===== config.mk =====
export PLATFORM = sky130hd
export DESIGN_NAME = nand_host_ctrl
export DESIGN_NICKNAME = d
export VERILOG_FILES = /design/src/nand_host_fifo.v /design/src/nand_host_ctrl.v
export VERILOG_INCLUDE_DIRS = /design/src /design/src/src
export SDC_FILE = /design/constraint.sdc
export NUM_CORES = 1
export LEC_CHECK = 0
export ABC_AREA = 1
export BUFFER_PORTS_ARGS = -buffer_cell sky130_fd_sc_hd__buf_2
export CAP_MARGIN = 5
export CORE_AREA = 2 2 110 112
export CTS_CLUSTER_DIAMETER = 40
export DETAILED_ROUTE_END_ITERATION = 7
export DIE_AREA = 0 0 112 114
export PLACE_DENSITY = 0.68
export SLEW_MARGIN = 20
export SYNTH_ARGS = -nofsm -noshare
export SYNTH_HDL_FRONTEND = slang
export SYNTH_HIERARCHICAL = 1
export SYNTH_SLANG_ARGS = --single-unit

===== constraint.sdc =====
create_clock -name i_mclk -period 2.3 [get_ports i_mclk]
set_input_delay 0 -clock i_mclk [delete_from_list [all_inputs] [get_ports i_mclk]]
set_output_delay 0 -clock i_mclk [all_outputs]
set_load 0.01 [all_outputs]

===== src/nand_host_map.vh =====
// Functional notes
// - Bus value valid around write strobe rise
// - Command latch high stores command byte
// - Address latch high stores address byte
// - Power-on read pin enables auto read
// - Commands and addresses on low eight lines
// - Host sends four address cycles
`ifndef NAND_HOST_MAP_VH
`define NAND_HOST_MAP_VH

// =====================================================
// Pin timing in master clock cycles (20 MHz, 50 ns)
// =====================================================
`define CLK_PERIOD_NS       50
`define STROBE_LOW_NS       60
`define STROBE_HIGH_NS      60
`define STROBE_LOW_CYC      ((`STROBE_LOW_NS + `CLK_PERIOD_NS - 1) / `CLK_PERIOD_NS)
`define STROBE_HIGH_CYC     ((`STROBE_HIGH_NS + `CLK_PERIOD_NS - 1) / `CLK_PERIOD_NS)
`define BUSY_WAIT_NS        200
`define BUSY_WAIT_CYC       ((`BUSY_WAIT_NS + `CLK_PERIOD_NS - 1) / `CLK_PERIOD_NS)
`define ADDR_CYCLES         4

// =====================================================
// Request kinds
// =====================================================
`define KIND_CMD            2'h0
`define KIND_ADDR           2'h1
`define KIND_WDATA          2'h2
`define KIND_RDATA          2'h3

`endif


===== src/nand_host_fifo.v =====
`timescale 1ns/1ns
module nand_host_fifo #(
    parameter WIDTH = 16,
    parameter DEPTH = 4,
    parameter AW    = 2
) (
    input  wire             i_mclk,
    input  wire             i_reset,
    input  wire             i_ce,
    input  wire [WIDTH-1:0] i_wdata,
    input  wire             i_wvalid,
    output wire             o_wready,
    output wire [WIDTH-1:0] o_rdata,
    output wire             o_rvalid,
    input  wire             i_rready
);
    // =================================================
    // Storage and pointers
    // =================================================
    reg [WIDTH-1:0] mem [0:DEPTH-1];   // Word store
    reg [AW-1:0]    wptr_reg;          // Write index
    reg [AW-1:0]    rptr_reg;          // Read index
    reg [AW:0]      count_reg;         // Fill level

    wire push = i_wvalid && o_wready;
    wire pop  = o_rvalid && i_rready;

    assign o_wready = (count_reg != DEPTH[AW:0]);
    assign o_rvalid = (count_reg != {(AW+1){1'b0}});
    assign o_rdata  = mem[rptr_reg];

    // Pointer and level update; frozen while clock enable low
    always @(posedge i_mclk) begin
        if (i_reset) begin
            wptr_reg  <= {AW{1'b0}};
            rptr_reg  <= {AW{1'b0}};
            count_reg <= {(AW+1){1'b0}};
        end else if (i_ce) begin
            if (push) begin
                mem[wptr_reg] <= i_wdata;
                wptr_reg      <= wptr_reg + 1'b1;
            end
            if (pop)
                rptr_reg <= rptr_reg + 1'b1;
            if (push && !pop)
                count_reg <= count_reg + 1'b1;
            else if (pop && !push)
                count_reg <= count_reg - 1'b1;
        end
    end
endmodule


===== src/nand_host_ctrl.v =====
`timescale 1ns/1ns
`include "nand_host_map.vh"
module nand_host_ctrl #(
    parameter WIDE      = 0,       // 1 for word-wide part
    parameter FIFO_DEP  = 4,
    parameter FIFO_AW   = 2
) (
    input  wire        i_mclk,
    input  wire        i_reset,
    input  wire        i_ce,
    // User request port
    input  wire        i_req_valid,
    output wire        o_req_ready,
    input  wire [1:0]  i_req_kind,
    input  wire [15:0] i_req_data,
    input  wire        i_wait_ready,
    // Read data out
    output wire        o_rd_valid,
    input  wire        i_rd_ready,
    output wire [15:0] o_rd_data,
    // Status
    output reg         o_busy,
    output reg         o_flash_ready,
    input  wire        i_wp_allow,
    input  wire        i_auto_read_en,
    // Flash pins
    output reg         o_cmd_latch,
    output reg         o_addr_latch,
    output reg         o_chip_sel_n,
    output reg         o_write_strobe_n,
    output reg         o_read_strobe_n,
    output reg         o_write_prot_n,
    output reg         o_power_read,
    output reg  [15:0] o_io,
    output reg         o_io_oe,
    input  wire [15:0] i_io,
    input  wire        i_ready_busy_n
);
    // =================================================
    // State machine, one-hot
    // =================================================
    // One state per write strobe phase; a read keeps its low and high phases in S_RLOW; the timer sets their length
    localparam [4:0] S_IDLE = 5'h01;
    localparam [4:0] S_WLOW = 5'h02;
    localparam [4:0] S_WHI  = 5'h04;
    localparam [4:0] S_RLOW = 5'h08;
    localparam [4:0] S_WAIT = 5'h10;

    reg [4:0]  state_reg;
    reg [4:0]  state_next;
    reg [3:0]  cnt_reg;                // Phase timer
    reg [15:0] io_sync1_reg;           // Pin synchroniser stage 1
    reg [15:0] io_sync2_reg;           // Pin synchroniser stage 2
    reg        rb_sync1_reg;
    reg        rb_sync2_reg;
    reg [1:0]  kind_reg;               // Kind of last write-strobe request; reads do not load it

    // Lane mask: commands, addresses, narrow data use low byte
    function [15:0] lane_mask;
        input [1:0] kind;
        begin
            if (kind == `KIND_CMD || kind == `KIND_ADDR || WIDE == 0)
                lane_mask = 16'h00ff;
            else
                lane_mask = 16'hffff;
        end
    endfunction

    // =================================================
    // Read FIFO; back-pressure stalls read strobes
    // =================================================
    wire fifo_wready;
    // Sample once: strobe rise plus both synchroniser stages
    wire rd_sample = (state_reg == S_RLOW) &&
                     (cnt_reg == `STROBE_LOW_CYC + 2);
    nand_host_fifo #(.WIDTH(16), .DEPTH(FIFO_DEP), .AW(FIFO_AW)) u_fifo (
        .i_mclk   (i_mclk),
        .i_reset  (i_reset),
        .i_ce     (i_ce),
        .i_wdata  (io_sync2_reg & lane_mask(`KIND_RDATA)),
        .i_wvalid (rd_sample),
        .o_wready (fifo_wready),
        .o_rdata  (o_rd_data),
        .o_rvalid (o_rd_valid),
        .i_rready (i_rd_ready)
    );

    // Only accept a read when the FIFO has room for its word
    assign o_req_ready = (state_reg == S_IDLE) &&
                         (i_req_kind != `KIND_RDATA || fifo_wready);

    // =================================================
    // Pin synchronisers
    // =================================================
    // Two flops per pin; only stage two feeds any logic
    // Hazard: the bus is sampled as a word, so the device must
    // hold its data steady well past the read strobe rise
    always @(posedge i_mclk) begin
        if (i_reset) begin
            io_sync1_reg <= 16'h0000;
            io_sync2_reg <= 16'h0000;
            rb_sync1_reg <= 1'b0;
            rb_sync2_reg <= 1'b0;
        end else if (i_ce) begin
            io_sync1_reg <= i_io;
            io_sync2_reg <= io_sync1_reg;
            rb_sync1_reg <= i_ready_busy_n;
            rb_sync2_reg <= rb_sync1_reg;
        end
    end

    // =================================================
    // Next-state logic
    // =================================================
    // Phase sequencing; the timer restarts on every change
    always @* begin
        state_next = state_reg;
        case (state_reg)
            S_IDLE: begin
                // Take one request; a read also needs FIFO room
                if (i_req_valid && o_req_ready) begin
                    if (i_req_kind == `KIND_RDATA)
                        state_next = S_RLOW;
                    else
                        state_next = S_WLOW;
                end
            end
            S_WLOW: begin
                if (cnt_reg == `STROBE_LOW_CYC - 1)
                    state_next = S_WHI;
            end
            S_WHI: begin
                // Hold data past the rising edge before next change
                if (cnt_reg == `STROBE_HIGH_CYC - 1)
                    state_next = i_wait_ready ? S_WAIT : S_IDLE;
            end
            S_RLOW: begin
                // Low time plus synchroniser latency of the pins
                if (cnt_reg == `STROBE_LOW_CYC + 2)
                    state_next = S_IDLE;
            end
            S_WAIT: begin
                // Busy-line settle time, then wait for release
                if (cnt_reg >= `BUSY_WAIT_CYC && rb_sync2_reg)
                    state_next = S_IDLE;
            end
            default: state_next = S_IDLE;
        endcase
    end

    // =================================================
    // State, timer and pin drive
    // =================================================
    // Pins come straight from flops so strobes never glitch
    // Limitation: chip select is only raised in the busy wait;
    // a read burst keeps the part selected throughout
    always @(posedge i_mclk) begin
        if (i_reset) begin
            state_reg        <= S_IDLE;
            cnt_reg          <= 4'h0;
            kind_reg         <= `KIND_CMD;
            o_cmd_latch      <= 1'b0;
            o_addr_latch     <= 1'b0;
            o_chip_sel_n     <= 1'b1;
            o_write_strobe_n <= 1'b1;
            o_read_strobe_n  <= 1'b1;
            o_write_prot_n   <= 1'b0;     // Protected until enabled
            o_power_read     <= 1'b0;
            o_io             <= 16'h0000;
            o_io_oe          <= 1'b0;
            o_busy           <= 1'b0;
            o_flash_ready    <= 1'b0;
        end else if (i_ce) begin
            state_reg <= state_next;
            // Timer saturates so a long busy wait cannot wrap it
            if (state_next != state_reg)
                cnt_reg <= 4'h0;
            else if (cnt_reg != 4'hf)
                cnt_reg <= cnt_reg + 4'h1;
            o_write_prot_n <= i_wp_allow;
            o_power_read   <= i_auto_read_en;
            o_flash_ready  <= rb_sync2_reg;
            o_busy         <= (state_next != S_IDLE);
            case (state_next)
                S_WLOW: begin
                    if (state_reg == S_IDLE) begin
                        kind_reg     <= i_req_kind;
                        o_cmd_latch  <= (i_req_kind == `KIND_CMD);
                        o_addr_latch <= (i_req_kind == `KIND_ADDR);
                        o_io         <= i_req_data & lane_mask(i_req_kind);
                        o_io_oe      <= 1'b1;
                    end
                    o_chip_sel_n     <= 1'b0;
                    o_write_strobe_n <= 1'b0;
                end
                S_WHI: begin
                    // Rising strobe with data still stable
                    o_write_strobe_n <= 1'b1;
                end
                S_RLOW: begin
                    // Device drives bus; release ours first
                    o_io_oe         <= 1'b0;
                    o_chip_sel_n    <= 1'b0;
                    o_read_strobe_n <= (cnt_reg >= `STROBE_LOW_CYC - 1) &&
                                       (state_reg == S_RLOW);
                end
                S_WAIT: begin
                    // Deselect while busy; operation continues
                    o_io_oe      <= 1'b0;
                    o_cmd_latch  <= 1'b0;
                    o_addr_latch <= 1'b0;
                    o_chip_sel_n <= 1'b1;
                end
                default: begin
                    o_io_oe          <= 1'b0;
                    o_cmd_latch      <= 1'b0;
                    o_addr_latch     <= 1'b0;
                    o_write_strobe_n <= 1'b1;
                    o_read_strobe_n  <= 1'b1;
                end
            endcase
        end
    end
endmodule


==> flow_summary.yaml <==
sta:
  maxSlewViolCount: 0
  rsz0062_at_grt: "yes"
  slew_headroom_pct: 43.0
  whs_ps: 103
  skew_ps: 7.70
  period_minus_slack_ps: 2170
  setup_viol: 0
  timing.final.crit_share_pct: 94.5
  finalHoldViolations: 0
  layout_setup_ws_ps: 126
  fmax_mhz: 460
  worstMarginPinSlew_ps: 853
global_route:
  overflow: 0
  grt_use_met1_pct: 18.8
  grt_pass1_wl_um: 17200
  busiest_layer: "met2"
  use_met3_pct: 4.30
  antenna_found_initial: 0
  grt_max_degree: 38
  met2_usage_pct: 30.9
  grt_pass1_vias: 3869
  grt_util_all_layers_pct: 17.0
final_layout:
  final_layout_size_suffix_gt1_share_pct: 20.5
  design_area_um2: 6500
  largest_reg_flops: 64
  finalCoreUtilization_pct: 55.5
  fillCellCount: 1024
  syn_to_final_growth_pct: 27.8
  final_nets: 722
  top_register: "u_fifo/mem"
  diodes: 0
setup_path:
  cpMostUsedCell: "nand2_1"
  regToRegSetupSlack_ps: 130
  reg2reg_depth: 11
  worstSetupStartpointType: "flip-flop"
  arrival_ps: 2470
  worst_r2r_endpoint: "o_cmd_latch$_SDFFE_PP0P_"
  crit_path_top_delay_cell: "dlygate4sd3_1"
  crit_end: "o_cmd_latch$_SDFFE_PP0P_"
  crit_path_start: "u_fifo/count_reg[1]$_SDFFE_PP0P_"
  path_cells: "nor2_2, nand2_1, nor2_2, inv_1, nand3_1, nand2_1, nand2_1, nand2_4, nand3_2, a21oi_2, dlygate4sd3_1"
  worst_path_largest_cell_delay_ps: 560
  required_ps: 2590
  path_delay_family: "simple AND/OR/NAND/NOR gates"
  regToRegStartpoint: "u_fifo/count_reg[1]$_SDFFE_PP0P_"
  end_kind: "flip-flop"
  crit_buf_inv: 2
  crit_path_max_fanout: 20
  path_depth: 11
  crit_type: "reg -> reg"
synthesis:
  ys.flop_type: "edfxtp_1"
  yosysTopAreaCellShare_pct: 37.8
  yosysTopAreaCell: "edfxtp_1"
  synth-seq-area-share_pct: 59.0
  ys_async_sr_fraction_pct: 0
  syn_area_um2: 5090
  yosysWarnings: 6
  avgSynthCellArea_um2: 9.35
  synth_cells: 544
  synth_edf_count: 64
  synth.area.top_cells: "edfxtp_1, dfxtp_1, nor2_1"
  synth_cell_type_count: 32
  ys_ff_latch: 118
route:
  totalWireLength_um: 10400
  vias: 3980
  ant_nets: 0
  drt_pre_antenna_iters: 5
  first_iter_violations: 309
  wire_per_inst_um: 12.6
  avgViaCountPerCell: 4.80
  drc: 0
floorplan:
  coreArea_um2: 11700
  die-area_um2: 12800
  io_pins: 87
  initial_core_util_pct: 43.5
  die_h_um: 114
  die_w_um: 112
  rows: 40
power:
  ir_drop_mv: 0.493
  pwr_density_cell_nw_per_um2: 805
  p_leak_nw: 2.80
cts:
  cts_inserted_buffers: 17
  cts_num_sinks: 118
  cts.htree.levels: 4
  clk_latency_ps: 410
  clkTransAtPathRegs_ps: 50
  cts_tree: "done"
  root_buffer: "clkbuf_16"
  clockBufferDepth: 2
placement:
  gp_congestion: 0.847
  io_buffers: 62
  pre_cts_ws_ps: 64.2
  hpwl_um: 6500
  place_area_um2: 5610
min_path:
  hp-start: "i_req_valid"
  hold_class: "in -> reg"
flow_run:
  drv_cap: 0
run_status:
  outcome: "completed"
==> worst min-delay path, stage by stage <==
cell and delay, ps:
buf_2 110, nand4_1 110, nand2_2 130, o21ai_0 90, inv_1 50
==> layer usage <==
metal,vias up,part of all wire [%],routed length [um]
li1,2032,-,-
met1,1806,42,4410
met2,126,51,5310
met3,16,5.3,556
met4,0,1.6,163
met5,-,0,0
==> cell usage after synthesis, types with 2 or more instances <==
cell and n:
ha_1 8, buf_2 12, nand3_1 24, nand2_1 57, buf_4 9, dfxtp_1 54
nand4_1 5, o22ai_1 16, nor2_1 116, inv_1 41, inv_2 6, clkbuf_1 7
xor2_1 3, buf_6 2, nor2_2 7, nand2_2 4, nor2_4 2, edfxtp_1 64
o21ai_1 14, a21oi_1 22, nand3_2 5, o21ai_0 49, nand3b_1 8
==> final cells by class <==
| type | count | area [um^2] | share of cell area (%) |
|---|---|---|---|
| inverters | 48 | 180 | 2.77 |
| clock inverters | 14 | 150 | 2.31 |
| multi-input cells | 387 | 1910 | 29.3 |
| repair buffers | 98 | 648 | 9.96 |
| clock buffers | 18 | 429 | 6.60 |
| well taps | 147 | 184 | 2.83 |
| flip-flops and latches | 118 | 3010 | 46.2 |
==> timing repair <==
item,4_1_cts,5_1_grt
hold buffers,27,0
endpoints found under the hold margin,29,0
buffers inserted,0,1
gates resized for setup,0,12
setup endpoints to repair,0,2
==> worst min-delay path by stage <==
stage	to	slack, ps	cells past startpoint
5_1_grt	state_reg[3]$_SDFFE_PP0P_	170	5
4_1_cts	state_reg[3]$_SDFFE_PP0P_	90	5
2_1_floorplan	u_fifo/wptr_reg[0]$_SDFFE_PP0P_	70	1
3_3_place_gp	io_sync1_reg[4]$_SDFFE_PP0P_	220	3
3_5_place_dp	o_power_read$_SDFFE_PP0P_	230	3
6_report	state_reg[3]$_SDFFE_PP0P_	100	5
==> stage by stage <==
stage	setup TNS, ps	power [mW]	std cells
finish	0	5.24	830
floorplan	0	2.60	583
CTS	0	5.28	829
detailed placement	0	2.69	770
global route	-24.5	5.45	830
global placement	0	2.67	770
==> cells in the final DEF, fill, tap and decap left out, drive strengths merged <==
cell type and count:
clkinv 7, nand3 29, clkbuf 18, ha 8
inv 50, nand4 5, o31ai 1, conb 40
o22ai 16, dfxtp 54, xor2 3, edfxtp 64
nor3 1, bufinv 2, nor2 125, o21ai 63
dlygate4sd3 27, buf 71, nand3b 8, clkinvlp 3
nand2 62, fa 1, a21oi 23, o211ai 1
a21boi 1
==> cells by family after synthesis <==
logic type | after synthesis | synth area share (%)
XOR/XNOR | 3 | 0.516
flip-flops | 118 | 59.0
other | 1 | 0.0737
AND/OR/NAND/NOR | 230 | 20.0
buffers and inverters | 78 | 7.01
adder cells (fa/ha/maj) | 9 | 2.36
AO/OA/AOI/OAI | 105 | 11.0
==> power breakdown <==
group | leakage, nW | switching [mW] | internal (mW)
clock network | 0.277 | 0.951 | 1.60
registers | 1.03 | 0.0416 | 2.28
logic | 1.50 | 0.223 | 0.149
total | 2.80 | 1.22 | 4.02
(Power assumes the default switching activity.)
